### config.mk
export PLATFORM = sky130hd
export DESIGN_NAME = tws_seq
export DESIGN_NICKNAME = d
export VERILOG_FILES = /design/src/core/tws_pkg.sv /design/src/core/tws_sync.sv /design/src/core/tws_seq.sv
export VERILOG_INCLUDE_DIRS = /design/src /design/src/core
export SDC_FILE = /design/constraint.sdc
export NUM_CORES = 1
export LEC_CHECK = 0
export BUFFER_PORTS_ARGS = -buffer_cell sky130_fd_sc_hd__clkbuf_2
export CAP_MARGIN = 0
export CORE_ASPECT_RATIO = 0.7
export CORE_MARGIN = 5
export CORE_UTILIZATION = 37
export DETAILED_ROUTE_END_ITERATION = 8
export PLACE_DENSITY = 0.54
export SYNTH_ARGS = -nofsm -noshare
export SYNTH_HDL_FRONTEND = slang
export SYNTH_SLANG_ARGS = --single-unit
export TNS_END_PERCENT = 1
### constraint.sdc
create_clock -name pclk -period 2.8 [get_ports pclk]
set_input_delay 0.7 -clock pclk [delete_from_list [all_inputs] [get_ports pclk]]
set_output_delay 0.7 -clock pclk [all_outputs]
set_load 0.05 [all_outputs]
### src/core/tws_regs.svh
`ifndef TWS_REGS_SVH
`define TWS_REGS_SVH

// Register byte offsets
`define TWS_OFF_CTRL    8'h00
`define TWS_OFF_STAT    8'h04
`define TWS_OFF_DATA    8'h08
`define TWS_OFF_ISTAT   8'h0C
`define TWS_OFF_IMASK   8'h10

// Control register fields
`define TWS_C_FLAG      7
`define TWS_C_ACKEN     6
`define TWS_C_BEGIN     5
`define TWS_C_END       4
`define TWS_C_WCOL      3
`define TWS_C_EN        2
`define TWS_C_IE        0

// Interrupt status / mask fields
`define TWS_I_STEP      0
`define TWS_I_WCOL      1
`define TWS_I_LOST      2

// Status codes, prescaler bits zero
`define TWS_SC_START    8'h08
`define TWS_SC_RSTART   8'h10
`define TWS_SC_AW_ACK   8'h18
`define TWS_SC_AW_NAK   8'h20
`define TWS_SC_D_ACK    8'h28
`define TWS_SC_D_NAK    8'h30
`define TWS_SC_LOST     8'h38
`define TWS_SC_AR_ACK   8'h40
`define TWS_SC_AR_NAK   8'h48
`define TWS_SC_IDLE     8'hF8

// Timing: quarter of a bus bit period
`define TWS_CLK_MHZ     100
`define TWS_QTR_NS      2500
`define TWS_QTR_CYC     ((`TWS_QTR_NS * `TWS_CLK_MHZ) / 1000)

`endif

### src/core/tws_pkg.sv
package tws_pkg;

    typedef enum logic [4:0] {
        ST_IDLE  = 5'b00001,
        ST_START = 5'b00010,
        ST_XFER  = 5'b00100,
        ST_STOP  = 5'b01000,
        ST_HOLD  = 5'b10000
    } tws_fsm_t;

    typedef struct packed {
        tws_fsm_t    fsm;
        logic [1:0]  ph;
        logic [7:0]  div;
        logic [3:0]  bitn;
        logic [7:0]  sh;
        logic        ack;
        logic        rep;
        logic        addr;
        logic        rdbit;
        logic        fetch;
        logic        busy;
        logic        sda_q;
        logic        flag;
        logic        acken;
        logic        beg;
        logic        fin;
        logic        wcol;
        logic        en;
        logic        ie;
        logic [7:0]  code;
        logic [1:0]  psc;
        logic [7:0]  data;
        logic [2:0]  istat;
        logic [2:0]  imask;
        logic        rdy;
        logic [31:0] prdata;
        logic        slverr;
        logic        irq;
        logic        scl_oe;
        logic        sda_oe;
    } tws_state_t;

endpackage : tws_pkg

### src/core/tws_sync.sv
`timescale 1ns/1ps
module tws_sync #(
    parameter int W = 2
) (
    // Clock and reset
    input  wire logic         clk,
    input  wire logic         rst_n,
    // Asynchronous in, synchronised out
    input  wire logic [W-1:0] d,
    output logic      [W-1:0] q
);
    // First stage feeds only the second
    logic [W-1:0] meta_reg;

    genvar i;
    generate
        for (i = 0; i < W; i++) begin : g_bit
            always_ff @(posedge clk or negedge rst_n) begin
                if (!rst_n) begin
                    meta_reg[i] <= 1'b1;
                    q[i]        <= 1'b1;
                end else begin
                    meta_reg[i] <= d[i];
                    q[i]        <= meta_reg[i];
                end
            end
        end
    endgenerate
endmodule : tws_sync

### src/core/tws_seq.sv
`timescale 1ns/1ps
`include "tws_regs.svh"
// Behaviour
// - After a repeated START report 0x10; any target may follow, no STOP.
// - Repeated START keeps bus ownership while target or direction changes.
// - After START report 0x08; address with write bit then goes out, ack sampled.
// - In 0x10 an address with read bit is sent and fetch mode entered.
// - Address with write bit reports 0x18 on ack, 0x20 on no ack.
// - Data byte reports 0x28 on ack, 0x30 on no ack.
// - In 0x18 to 0x30 a plain flag clear sends the loaded byte.
// - In those states begin 1 with flag clear issues a repeated START.
// - End 1 with flag clear sends STOP, then end clears itself.
// - Begin and end both 1 send STOP then START; end clears after STOP.
// - Arbitration loss in address or data byte reports 0x38.
// - In 0x38 flag clear with begin 0 releases bus, unaddressed.
// - In 0x38 flag clear with begin 1 waits for idle bus, then START.
// - Transfers halt while the step flag is set; writing one resumes.
// - Data write while flag low is dropped and sets write collision.
// - START waits for a free bus, then sets the step flag.
module tws_seq (
    // APB slave
    input  wire logic        pclk,
    input  wire logic        presetn,
    input  wire logic        psel,
    input  wire logic        penable,
    input  wire logic        pwrite,
    input  wire logic [7:0]  paddr,
    input  wire logic [31:0] pwdata,
    output logic      [31:0] prdata,
    output logic             pready,
    output logic             pslverr,
    // Interrupt
    output logic             irq,
    // Open-drain bus pins, low while enabled
    input  wire logic        scl_in,
    output logic             scl_out,
    output logic             scl_oe,
    input  wire logic        sda_in,
    output logic             sda_out,
    output logic             sda_oe
);
    import tws_pkg::*;

    tws_state_t s;
    tws_state_t n;
    logic [1:0] pins_s;
    logic       scl_s;
    logic       sda_s;

    // Register index from address, 3'd7 when unmapped
    function automatic logic [2:0] reg_sel(input logic [7:0] a);
        logic [2:0] r;
        r = 3'd7;
        if (a == `TWS_OFF_CTRL)  r = 3'd0;
        if (a == `TWS_OFF_STAT)  r = 3'd1;
        if (a == `TWS_OFF_DATA)  r = 3'd2;
        if (a == `TWS_OFF_ISTAT) r = 3'd3;
        if (a == `TWS_OFF_IMASK) r = 3'd4;
        return r;
    endfunction : reg_sel

    tws_sync #(
        .W (2)
    ) u_sync (
        .clk   (pclk),
        .rst_n (presetn),
        .d     ({scl_in, sda_in}),
        .q     (pins_s)
    );
    assign scl_s = pins_s[1];
    assign sda_s = pins_s[0];

    always_comb begin
        logic [2:0] sel;
        logic       tick;
        logic       acc;
        logic       wr;
        logic       cwr;
        logic       w_beg;
        logic       w_end;
        logic       post;
        sel   = reg_sel(paddr);
        tick  = (s.div == 8'h00);
        acc   = psel & penable & ~s.rdy;
        wr    = psel & penable & s.rdy & pwrite & ~s.slverr;
        cwr   = wr & (sel == 3'd0);
        w_beg = pwdata[`TWS_C_BEGIN];
        w_end = pwdata[`TWS_C_END];
        post  = (s.code == `TWS_SC_AW_ACK) || (s.code == `TWS_SC_AW_NAK) ||
                (s.code == `TWS_SC_D_ACK)  || (s.code == `TWS_SC_D_NAK);
        n = s;
        n.div = tick ? 8'(`TWS_QTR_CYC - 1) : s.div - 8'h01;

        // Bus monitor: own and foreign START/STOP alike
        n.sda_q = sda_s;
        if (scl_s && s.sda_q && !sda_s) begin
            n.busy = 1'b1;
        end
        if (scl_s && !s.sda_q && sda_s) begin
            n.busy = 1'b0;
        end

        // APB: one wait state, answer registered
        n.rdy = acc;
        if (acc) begin
            n.slverr = (sel == 3'd7);
            unique case (sel)
                3'd0: n.prdata = {24'h00_0000, s.flag, s.acken, s.beg, s.fin,
                                  s.wcol, s.en, 1'b0, s.ie};
                3'd1: n.prdata = {24'h00_0000, s.code[7:3], 1'b0, s.psc};
                3'd2: n.prdata = {24'h00_0000, s.data};
                3'd3: n.prdata = {29'h0000_0000, s.istat};
                3'd4: n.prdata = {29'h0000_0000, s.imask};
                default: n.prdata = 32'h0000_0000;
            endcase
        end else if (s.rdy) begin
            n.slverr = 1'b0;
        end

        if (wr && sel == 3'd1) begin
            n.psc = pwdata[1:0];
        end
        if (wr && sel == 3'd4) begin
            n.imask = pwdata[2:0];
        end
        if (wr && sel == 3'd3) begin
            n.istat = s.istat & ~pwdata[2:0];
        end
        if (wr && sel == 3'd2) begin
            if (s.flag) begin
                n.data = pwdata[7:0];
                n.wcol = 1'b0;
            end else begin
                n.wcol = 1'b1;
                n.istat[`TWS_I_WCOL] = 1'b1;
            end
        end

        if (cwr) begin
            n.acken = pwdata[`TWS_C_ACKEN];
            n.beg   = w_beg;
            n.fin   = w_end;
            n.en    = pwdata[`TWS_C_EN];
            n.ie    = pwdata[`TWS_C_IE];
        end

        // Flag clear launches the next step; nothing moves while set
        if (cwr && pwdata[`TWS_C_FLAG] && pwdata[`TWS_C_EN] &&
            (s.flag || s.fsm == ST_IDLE)) begin
            n.flag = 1'b0;
            n.ph   = 2'd0;
            if (s.fsm == ST_IDLE) begin
                if (w_beg) begin
                    n.fsm = ST_START;
                    n.rep = 1'b0;
                end
            end else if (s.code == `TWS_SC_LOST) begin
                if (w_beg) begin
                    n.fsm = ST_START;
                    n.rep = 1'b0;
                end else begin
                    n.fsm  = ST_IDLE;
                    n.code = `TWS_SC_IDLE;
                    n.scl_oe = 1'b0;
                    n.sda_oe = 1'b0;
                end
            end else if (w_end) begin
                n.fsm = ST_STOP;
            end else if (w_beg) begin
                n.fsm = ST_START;
                n.rep = 1'b1;
            end else if (!s.fetch || s.code == `TWS_SC_START ||
                         s.code == `TWS_SC_RSTART) begin
                n.fsm   = ST_XFER;
                n.sh    = s.data;
                n.bitn  = 4'd0;
                n.addr  = (s.code == `TWS_SC_START) || (s.code == `TWS_SC_RSTART);
                n.rdbit = s.data[0];
                if (!n.addr && !post) begin
                    n.fsm = ST_HOLD;
                end
            end
        end

        unique case (s.fsm)
            ST_IDLE: begin
                n.scl_oe = 1'b0;
                n.sda_oe = 1'b0;
            end
            ST_START: begin
                if (tick) begin
                    unique case (s.ph)
                        2'd0: begin
                            n.sda_oe = 1'b0;
                            // Fresh START waits out foreign traffic
                            if (s.rep || !s.busy) begin
                                n.ph = 2'd1;
                            end
                        end
                        2'd1: begin
                            n.scl_oe = 1'b0;
                            n.ph     = 2'd2;
                        end
                        2'd2: begin
                            if (scl_s && sda_s) begin
                                n.sda_oe = 1'b1;
                                n.ph     = 2'd3;
                            end
                        end
                        2'd3: begin
                            n.scl_oe = 1'b1;
                            n.fsm    = ST_HOLD;
                            n.flag   = 1'b1;
                            n.fetch  = 1'b0;
                            n.code   = s.rep ? `TWS_SC_RSTART : `TWS_SC_START;
                            n.ph     = 2'd0;
                        end
                        default: n.ph = 2'd0;
                    endcase
                end
            end
            ST_XFER: begin
                if (tick) begin
                    unique case (s.ph)
                        2'd0: begin
                            n.sda_oe = (s.bitn < 4'd8) ? ~s.sh[7] : 1'b0;
                            n.ph     = 2'd1;
                        end
                        2'd1: begin
                            n.scl_oe = 1'b0;
                            n.ph     = 2'd2;
                        end
                        2'd2: begin
                            // Slave stretching holds us here
                            if (scl_s) begin
                                n.ph = 2'd3;
                                if (s.bitn < 4'd8 && s.sh[7] && !sda_s) begin
                                    n.fsm    = ST_HOLD;
                                    n.code   = `TWS_SC_LOST;
                                    n.flag   = 1'b1;
                                    n.sda_oe = 1'b0;
                                    n.istat[`TWS_I_LOST] = 1'b1;
                                    n.ph     = 2'd0;
                                end else if (s.bitn == 4'd8) begin
                                    n.ack = ~sda_s;
                                end else begin
                                    n.sh = {s.sh[6:0], 1'b0};
                                end
                            end
                        end
                        2'd3: begin
                            n.scl_oe = 1'b1;
                            n.ph     = 2'd0;
                            n.bitn   = s.bitn + 4'd1;
                            if (s.bitn == 4'd8) begin
                                n.fsm  = ST_HOLD;
                                n.flag = 1'b1;
                                if (s.addr && s.rdbit) begin
                                    n.fetch = 1'b1;
                                    n.code  = s.ack ? `TWS_SC_AR_ACK : `TWS_SC_AR_NAK;
                                end else if (s.addr) begin
                                    n.code = s.ack ? `TWS_SC_AW_ACK : `TWS_SC_AW_NAK;
                                end else begin
                                    n.code = s.ack ? `TWS_SC_D_ACK : `TWS_SC_D_NAK;
                                end
                            end
                        end
                        default: n.ph = 2'd0;
                    endcase
                end
            end
            ST_STOP: begin
                if (tick) begin
                    unique case (s.ph)
                        2'd0: begin
                            n.sda_oe = 1'b1;
                            n.ph     = 2'd1;
                        end
                        2'd1: begin
                            n.scl_oe = 1'b0;
                            n.ph     = 2'd2;
                        end
                        2'd2: begin
                            if (scl_s) begin
                                n.sda_oe = 1'b0;
                                n.ph     = 2'd3;
                            end
                        end
                        2'd3: begin
                            n.fin   = 1'b0;
                            n.fetch = 1'b0;
                            n.code  = `TWS_SC_IDLE;
                            n.ph    = 2'd0;
                            n.rep   = 1'b0;
                            n.fsm   = s.beg ? ST_START : ST_IDLE;
                        end
                        default: n.ph = 2'd0;
                    endcase
                end
            end
            ST_HOLD: begin
                // Parked; only a flag clear above or clearing the enable bit moves it on
            end
            default: n.fsm = ST_IDLE;
        endcase

        if (n.flag && !s.flag) begin
            n.istat[`TWS_I_STEP] = 1'b1;
        end
        // Disabling drops any transfer and frees the pins
        if (!n.en) begin
            n.fsm    = ST_IDLE;
            n.scl_oe = 1'b0;
            n.sda_oe = 1'b0;
            n.ph     = 2'd0;
        end
        n.irq = |(n.istat & n.imask);
    end

    always_ff @(posedge pclk or negedge presetn) begin
        if (!presetn) begin
            s       <= '0;
            s.fsm   <= ST_IDLE;
            s.code  <= `TWS_SC_IDLE;
            s.sda_q <= 1'b1;
        end else begin
            s <= n;
        end
    end

    assign prdata  = s.prdata;
    assign pready  = s.rdy;
    assign pslverr = s.slverr;
    assign irq     = s.irq;
    assign scl_oe  = s.scl_oe;
    assign sda_oe  = s.sda_oe;
    // Open drain: only ever pulls low
    assign scl_out = 1'b0;
    assign sda_out = 1'b0;
endmodule : tws_seq

* After elaboration in Yosys (flattened, before gate mapping)
Index checks and enable logic that the tools add are counted.
Widths: inputs -> output; s select.
** Word-level totals
- Bits in read-only memories :: 0
- Input bits :: 47
- Bits in latches :: 0
- Bits in writable memories :: 0
- Logic and storage cells :: 268
- Output and inout bits :: 39
- Memories kept :: 0
- Bits in registers :: 106
** Cells by class
- Bitwise logic cells :: 18
- Equality and inequality tests :: 31
- Div/mod/pow operators :: 0
- Shift operators :: 0
- Reduce and logical (&&, ||, !) cells :: 46
- Mux-type cells :: 136
- $lt $le $gt $ge :: 1
- $add $sub $neg :: 2
- $mul :: 0
** Operators with widths (number)
- $mux 8 :: 15
- $mux 12 :: 6
- $mux 5 :: 12
- $mux 7 :: 7
- $mux 1 :: 44
- $pmux 8 s5 :: 1
- $mux 2 :: 17
- $eq 8x6->1 const B :: 4
- $pmux 2 s4 :: 4
- $mux 3 :: 9
- $mux 9 :: 3
- $mux 13 :: 2
- $eq 8x4->1 const B :: 3
- $eq 8x5->1 const B :: 3
- $pmux 8 s3 :: 1
- $pmux 5 s4 :: 1
- $logic_and 1x1->1 :: 17
- $logic_not 8->1 :: 2
- $pmux 8 s2 :: 1
- $pmux 1 s2 :: 7
- $mux 6 :: 2
- $reduce_and 6->1 :: 2
- $pmux 5 s2 :: 1
- $not 1->1 :: 9
- 31 further kinds :: 61

* Longest topological paths before layout
Gate-level depths: netlist (run 1).
- Depth in word-level cells :: 21
- Depth in mapped cells :: 10
- Depth with buffers taken out :: 8

* By module
A second synthesis (run 1) with hierarchy kept.
** Second synthesis, totals
- Cell total of the unflattened synthesis :: 489
- Area total of the unflattened synthesis :: 4614.4 um^2
** By module, submodules not included
- tws_seq :: cells an instance 485, sequential area each 1960.6 um^2, times used 1, area each 4509.3 um^2
- tws_sync :: cells an instance 4, sequential area each 105.1 um^2, times used 1, area each 105.1 um^2

* Least setup slack after synthesis (run 1)
No wires, ideal clock.
- Path type :: in2reg
- From :: input paddr[7]
- To :: register s[99] (netlist name)
- Data arrival time :: 2702 ps
- Data required time :: 2723 ps
- Path buffers :: 1
- Setup time :: 77 ps
- Setup slack :: 21 ps
- Cell stages on the path :: 7
- Cell sequence :: or4_4 or4_1 buf_6 mux2i_4 o21bai_2 or2_2 a21oi_1
** RTL lines
- from (decl) :: RTL line tws_seq.sv:27 : input wire logic [7:0] paddr,
- to (signal assigned) :: RTL line tws_seq.sv:327 : s <= n;
- to (decl) :: RTL line tws_seq.sv:44 : tws_state_t s;

==> results.toml, run 1 <==
[worst_hold_path]
hold_class = "in -> async"

[clock_tree]
clockBufferDepth = 2
root_buffer = "clkbuf_16"
cts-buffers-inserted = 9
insertion_delay_ns = 0.34
h-tree-depth = 3
post-cts-setup-buffers = 0
postCtsHoldBufs = 0
cts_resized = 0
cts.sinks = 82
cts_tree = "done"
clkTransAtPathRegs_ns = 0.06

[global_route]
overflow = 0
grt_antenna_before_repair = 0
grt_pass1_vias = 3580
grt_pass1_wl_um = 19600
grt_use_total_pct = 16.5
grt_max_degree = 43

[synthesis]
ys_warn_count = 0
synth_cells = 495
synth_area_sq_um = 4660
yosys.area_share.adder_pct = 1.07
synth-simple-area-share_pct = 19.6
synth_compound_area_share_pct = 16.0
ys_ff_latch = 82
synth_xor_area_share_pct = 1.50
synth-edff-count = 0
synthMuxAreaShare_pct = 8.40
async_reset_ff_share_pct = 100
yosysSeqAreaShare_pct = 44.3
ys.flop_type = "dfrtp_1"
synth_top_family_by_area = "simple AND/OR/NAND/NOR gates"
synth.avg_cell_area_sq_um = 9.42
yosysUniqueCellTypes = 67

[worst_setup_path]
r2r_end = "s[98]$_DFF_PN0_"
setup.worst_path.start_class = "register"
reg2reg_depth = 8
required_ns = 3.03
reg2reg_slack_ns = 0.16
crit_arrival_ns = 2.87
cp_max_fo = 6
endpoint_kind = "register"
crit_path_start = "s[87]$_DFF_PN0_"
reg2reg_from = "s[87]$_DFF_PN0_"
worstSetupPathType = "reg -> reg"

[finish]
layout-drive-gt1-share_pct = 23.1
nNetsFinal = 586
regMostFlops = "s"
fin_cells = 702
largest_reg_flops = 65
n_fill_cell = 1205
syn_to_final_growth_pct = 13.3
antenna_cells = 0

[timing]
worst_pin_slew_ns = 0.696
max-slew-margin-rel_pct = 53.5
maxSlewViolCount = 0
fmax_mhz = 379
fin_crit_sh_pct = 94.3
rsz0062_at_grt = "no"
setup_ws_ns = 0.158
skew_ns = 0.00866
period_minus_slack_ns = 2.64
hold_violations = 0
setup_viol = 0

[route]
antenna_left = 0
wl_um = 11900
num_vias = 3767
wire_per_inst_um = 16.9
drc_errors = 0
dr.pass1.iters = 5
viasPerCell = 5.37
drtIter0Drc = 279

[placement]
dp_hpwl_um = 9170
portBuffers = 35
pre_cts_slack_ns = -0.192
gp_congestion = 0.904
dp.cells = 686

[die]
start_util_pct = 37.7
core_sq_um = 12400
dieHeight_um = 104
die_w_um = 144
io_pins = 86
rows = 34
die_area_sq_um = 15000

[flow_run]
cap_violations = 0

[run_status]
outcome = "finished clean"

[pwr]
p_leak_nw = 2.43
p_total_mw = 2.52
vdd_ir_drop_max_mv = 0.252
powerDensity_nw_per_um2 = 476
## cell usage in the layout (no fill, tap or decap), types with 16 or more instances in the layout
master / synthesis / layout
dfrtp_1: 71 / 71
nand2_1: 50 / 50
o21ai_0: 43 / 43
nor2_1: 34 / 34
clkbuf_2: 0 / 34
buf_4: 34 / 28
conb_1: 1 / 26
nand3_1: 23 / 23
a21oi_1: 22 / 22
mux2_2: 19 / 19
inv_1: 16 / 16
## synth_stat cells, drive strengths merged, types with 11 or more instances
| master | n | share of area, % |
|---|---|---|
| o21ai | 44 | 4.7 |
| clkbuf | 20 | 1.6 |
| buf | 39 | 6.1 |
| nor2 | 34 | 2.7 |
| dfstp | 11 | 6.2 |
| mux2i | 15 | 3.5 |
| nand2 | 50 | 4.0 |
| a21oi | 22 | 2.4 |
| dfrtp | 71 | 38 |
| inv | 16 | 1.3 |
| nand3 | 23 | 2.5 |
| mux2 | 20 | 4.9 |
## power by group
group	total (mW)	internal [mW]	switching, mW
clock	1.12	0.610	0.513
combinational	0.189	0.0350	0.154
sequential	1.21	1.20	0.00839
## layout make-up
type                       count  area (sq um)  share of cell area [%]
timing repair buffer          63           400                    7.58
clock buffer                   9           225                    4.26
tap                          162           203                    3.84
inverter                      16          60.1                    1.14
sequential                    82          2070                    39.1
multi-input combinational    363          2280                    43.1
clock inverter                 7          52.6                   0.995
## per-layer routing
layer | GRT usage (%) | vias up | wire [um]
li1 | - | 1798 | -
met1 | 27.1 | 1827 | 6100
met2 | 21.1 | 133 | 4780
met3 | 4.09 | 9 | 879
met4 | 4.39 | 0 | 108
met5 | 0 | - | 0
## worst max path at each step
stage	slack (ns)	cells past startpoint	to
final	0.16	8	s[98]$_DFF_PN0_
after global routing	0.006	8	s[98]$_DFF_PN0_
after CTS	0.1	9	s[79]$_DFF_PN0_
after detailed placement	-0.19	7	s[100]$_DFF_PN0_
after global placement	-0.14	7	s[99]$_DFF_PN0_
after floorplan	0.02	7	s[99]$_DFF_PN0_
## kinds of logic (layout without fill, tap and decap cells)
family / Yosys count / count (layout)
simple gates: 173 / 173
flops: 82 / 82
fa+ha+maj: 4 / 4
compound gates: 117 / 117
buf+inv: 75 / 95
xor+xnor: 8 / 8
other cells: 1 / 26
mux: 35 / 35
## per-stage QoR
| step | utilization [%] | cell area (sq um) | TNS, ns | hold WS, ns |
|---|---|---|---|---|
| 2_1_floorplan | - | 4760 | 0 | 0.345 |
| 3_3_place_gp | 40.4 | 5000 | -0.962 | 0.348 |
| 3_5_place_dp | 40.4 | 5000 | -1.51 | 0.347 |
| 4_1_cts | 42.6 | 5280 | 0 | 0.357 |
| 5_1_grt | 42.7 | 5280 | 0 | 0.362 |
| 6_report | 42.7 | 5280 | 0 | 0.344 |
## worst max-delay path, stage by stage, from the launching register on
cell	delay (ns)
dfrtp_1	0.41
inv_1	0.07
ha_1	0.17
or3b_1	0.48
or3_1	0.43
a21o_1	0.17
a211oi_1	0.48
a211oi_1	0.10
a31o_1	0.20
(Power assumes the default switching activity.)
==> run 2: changes to the inputs <==
- CORE_UTILIZATION: 37 -> 56
- PLACE_DENSITY: 0.54 -> 0.77
==> run 2 against run 1 <==
Compared with the run above:
- register-to-register slack better by 0.10 ns
- non-clock buffer count down 4
- combinational power about the same
- routed wire length down 1.6%
- count of clock-buffer cells in the layout up 3
- via count up 2.9%
- final cell count down 9.3%
- worst hold slack worse by 0.0097 ns
- sequential share of layout area up 0.56 points
- power up 4.6%
- largest power group is now the clock network
- highest routed layer unchanged
==> results.toml, run 2 (same netlist as run 1, synthesis figures left out) <==
[run_status]
outcome = "finished clean"

[finish]
final_cell_mix = "dfrtp_1, nand2_1, o21ai_0"
largest_reg_flops = 65
final_util_pct = 65.3
antenna_cells = 0
layout-drive-gt1-share_pct = 22.6
syn_to_final_growth_pct = 11.7
regMostFlops = "s"
nNetsFinal = 582
layout_commonest_cell = "dfrtp_1"

[die]
rows = 27
io_pins = 86
start_util_pct = 58.5
core_sq_um = 7970
die_w_um = 119
dieHeight_um = 86.3
die_area_sq_um = 10300

[timing]
setup_viol = 0
maxSlewViolCount = 0
period_minus_slack_ns = 2.69
rsz0062_at_grt = "no"
max-slew-margin-rel_pct = 52.5
fmax_mhz = 371
skew_ns = 0.00479
fin_crit_sh_pct = 96.2
setup_ws_ns = 0.106
hold_violations = 0
worst_pin_slew_ns = 0.711

[placement]
dp_hpwl_um = 8750
pre_cts_slack_ns = -0.188
gp_congestion = 0.939
portBuffers = 35

[route]
antenna_left = 0
dr.pass1.iters = 5
wl_um = 11700
drtIter0Drc = 507
viasPerCell = 6.09
drc_errors = 0
num_vias = 3878
wire_per_inst_um = 18.3

[pwr]
seq_power_share_pct = 45.8
p_sw_mw = 0.637
vdd_ir_drop_max_mv = 0.396
powerDensity_nw_per_um2 = 505
p_leak_nw = 2.42
swShare_pct = 24.2
combPwrFrac_pct = 7.2
clkPwrFrac_pct = 47.0
internal_power_mw = 1.99

[clock_tree]
cts_resized = 0
clkTransAtPathRegs_ns = 0.06
root_buffer = "clkbuf_16"
h-tree-depth = 3
cts_tree = "done"
clockBufferDepth = 2
postCtsHoldBufs = 0
post-cts-setup-buffers = 0
cts.sinks = 82
insertion_delay_ns = 0.34
cts-buffers-inserted = 9

[global_route]
grt_max_degree = 44
grt_use_total_pct = 23.7
overflow = 0
grt_antenna_before_repair = 0
grt_pass1_vias = 3737
grt_pass1_wl_um = 19400

[flow_run]
cap_violations = 0

[worst_setup_path]
required_ns = 3.05
setup.worst_path.start_class = "input pin"
cp_max_fo = 6
crit_arrival_ns = 2.94
endpoint_kind = "register"
worstSetupPathType = "in -> reg"

[worst_hold_path]
hold_class = "in -> async"
run 2: final timing paths:
check	start	to	slack, ns	cells after the start
worst max-delay path	paddr[7]	s[97]$_DFF_PN1_	0.11	7
worst min-delay path	presetn	pslverr$_DFFE_PN0P_	0.33	1
worst max register to register	s[87]$_DFF_PN0_	s[78]$_DFF_PN0_	0.26	10
worst min register to register	u_sync.meta_reg[1]$_DFF_PN1_	u_sync.q[1]$_DFF_PN1_	0.36	0
max in group asynchronous	presetn	s[58]$_DFF_PN1_	1.80	2
min in group pclk	u_sync.meta_reg[1]$_DFF_PN1_	u_sync.q[1]$_DFF_PN1_	0.36	0
run 2: per-layer routing:
| metal | routed length [um] | share of wire (%) | track usage (%) |
|---|---|---|---|
| met1 | 5310 | 45 | 33.9 |
| met2 | 5020 | 43 | 35.1 |
| met3 | 1180 | 10 | 7.24 |
| met4 | 177 | 1.5 | 6.73 |
| met5 | 0 | 0 | 0 |
run 2: layout make-up:
class / count / area [sq um]
Fill cell: 618 / 2770
Multi-Input combinational cell: 363 / 2270
Sequential cell: 82 / 2070
Timing Repair Buffer: 59 / 370
Clock buffer: 12 / 267
Tap cell: 101 / 126
Inverter: 16 / 60.1
Clock inverter: 4 / 48.8
run 2: power groups by stage:
stage                     sequential (mW)  combinational [mW]  clock (mW)
after CTS                            1.21               0.189        1.25
final                                1.21               0.190        1.24
after floorplan                      1.23               0.142           0
after global routing                 1.21               0.203        1.31
after detailed placement             1.23               0.188           0
after global placement               1.23               0.185           0
run 2: worst max-delay path: stages:
cell and delay (ns):
clkbuf_2 0.08, or4_4 0.53, or4_1 0.68, a21o_4 0.28
nor4_2 0.34, a221oi_1 0.12, o221ai_1 0.22
run 2: metrics by stage:
stage	std cells	cell area, sq um	power [mW]	hold slack [ns]	setup TNS (ns)
after floorplan	520	4760	1.37	0.345	0
after global placement	621	4890	1.41	0.345	-0.601
after detailed placement	621	4890	1.41	0.347	-1.27
after CTS	637	5210	2.65	0.346	0
after global routing	637	5210	2.72	0.360	0
final	637	5210	2.63	0.334	0
==> run 3: changes to the inputs <==
- CORE_UTILIZATION: 56 -> 58
- CTS_BUF_LIST: unset -> sky130_fd_sc_hd__clkbuf_2
- PLACE_DENSITY: 0.77 -> 0.8
==> run 3 against run 2 <==
Compared with the run above:
- non-clock buffer count is 4 higher
- clock power is 51% lower
- clock skew grew 0.012 ns
- sequential share of layout area grew 1.4 points
- count of clock-buffer cells in the layout fell by 3
- critical endpoint is now s[81]$_DFF_PN0_
- combinational power is essentially flat
- global-route usage grew 0.94 points
- design area decreased by 3.5%
==> results.toml, run 3 (same netlist as run 1, synthesis figures left out) <==
[run_status]
outcome = "finished clean"

[route]
drc_errors = 0
viasPerCell = 6.10
num_vias = 3910
wire_per_inst_um = 17.9
wl_um = 11500
drtIter0Drc = 356
antenna_left = 0
dr.pass1.iters = 5

[finish]
nNetsFinal = 586
multi_input_area_sq_um = 2270
fin_cells = 641
regMostFlops = "s"
syn_to_final_growth_pct = 7.84
n_fill_cell = 646
largest_reg_flops = 65
layout-drive-gt1-share_pct = 22.8
final_cell_mix = "dfrtp_1, nand2_1, o21ai_0, clkbuf_2, nor2_1"
seqCellArea_sq_um = 2070
layout_commonest_cell = "dfrtp_1"
antenna_cells = 0
final_util_pct = 64.1

[worst_setup_path]
setup.worst_path.start_class = "register"
r2r_end = "s[81]$_DFF_PN0_"
cp_slowest_cell = "or4_1"
cp_max_fo = 7
critPathTopFamily = "simple AND/OR/NAND/NOR gates"
required_ns = 3.26
reg2reg_slack_ns = 0.18
reg2reg_from = "s[60]$_DFF_PN1_"
crit_arrival_ns = 3.08
critPathBufInv = 1
endpoint_kind = "register"
reg2reg_depth = 7
worstSetupPathType = "reg -> reg"
critPathMaxStageDelay_ns = 0.59
crit_chain = "or4_1 -> or2_2 -> o21ai_1 -> nand3_1 -> buf_4 -> mux2i_1 -> o21ai_0"

[timing]
skew_ns = 0.0164
period_minus_slack_ns = 2.62
fmax_mhz = 382
rsz0062_at_grt = "no"
fin_crit_sh_pct = 93.6
maxSlewViolCount = 0
setup_ws_ns = 0.179
hold_violations = 0
setup_tns_ns = 0
setup_viol = 0
worst_pin_slew_ns = 0.664
max-slew-margin-rel_pct = 55.6

[clock_tree]
cts_resized = 0
cts_tree = "done"
clockBufferDepth = 2
post-cts-setup-buffers = 0
postCtsHoldBufs = 0
cts.sinks = 82
clkTransAtPathRegs_ns = 0.22
cts-buffers-inserted = 9
h-tree-depth = 3
insertion_delay_ns = 0.55
root_buffer = "clkbuf_2"

[worst_hold_path]
hold_class = "in -> async"

[placement]
dp.cells = 625
dp_hpwl_um = 8720
gp_congestion = 0.967
portBuffers = 35
pre_cts_slack_ns = -0.180

[flow_run]
cap_violations = 0

[global_route]
overflow = 0
grt_antenna_before_repair = 0
grt_use_total_pct = 24.7
grt_pass1_vias = 3597
grt_pass1_wl_um = 19100
grt_max_degree = 49

[pwr]
p_leak_nw = 2.35
powerDensity_nw_per_um2 = 400
p_total_mw = 2.01
vdd_ir_drop_max_mv = 0.262

[die]
die_w_um = 117
io_pins = 86
dieHeight_um = 85.0
rows = 27
die_area_sq_um = 9960
core_sq_um = 7840
start_util_pct = 59.5
run 3: cell types whose count changed in the layout (fill, tap and decap cells not counted), moves of 2 or more:
cell | previous run | this run
clkinv_1 | 0 | 2
clkbuf_8 | 3 | 0
clkbuf_2 | 34 | 43
buf_4 | 24 | 28
clkbuf_16 | 9 | 0
run 3: how the worst max path moves through the flow:
stage	slack, ns	end	start	cells past startpoint
final	0.18	s[81]$_DFF_PN0_	s[60]$_DFF_PN1_	7
after global routing	0.005	s[81]$_DFF_PN0_	s[60]$_DFF_PN1_	7
after CTS	0.21	s[80]$_DFF_PN0_	s[60]$_DFF_PN1_	7
after detailed placement	-0.18	s[99]$_DFF_PN0_	paddr[7]	7
after global placement	-0.16	s[71]$_DFFE_PN0P_	paddr[7]	6
after floorplan	0.02	s[99]$_DFF_PN0_	paddr[7]	7
run 3: layout make-up:
class                           instances  share of cell area, %
Inverter                               16                   1.19
Tap cell                              101                   2.51
Clock inverter                          7                   1.19
Timing Repair Buffer                   63                   7.96
Sequential cell                        82                   41.1
Multi-Input combinational cell        363                   45.1
Clock buffer                            9                  0.896
run 3: where the power goes:
part           switching (mW)  internal [mW]
clock network           0.415          0.195
registers             0.00885           1.20
logic                   0.155         0.0358
run 3: per-layer routing:
| layer | GRT usage [%] | wire [um] |
|---|---|---|
| met3 | 5.99 | 977 |
| met4 | 7.81 | 238 |
| met2 | 33.5 | 4900 |
| met5 | 0 | 0 |
| met1 | 38.4 | 5350 |
run 3: per-stage QoR:
step	instance area [sq um]	hold WS (ns)
after floorplan	4760	0.345
after global placement	4920	0.345
after detailed placement	4920	0.349
after CTS	5030	0.120
after global routing	5030	0.125
final	5030	0.133
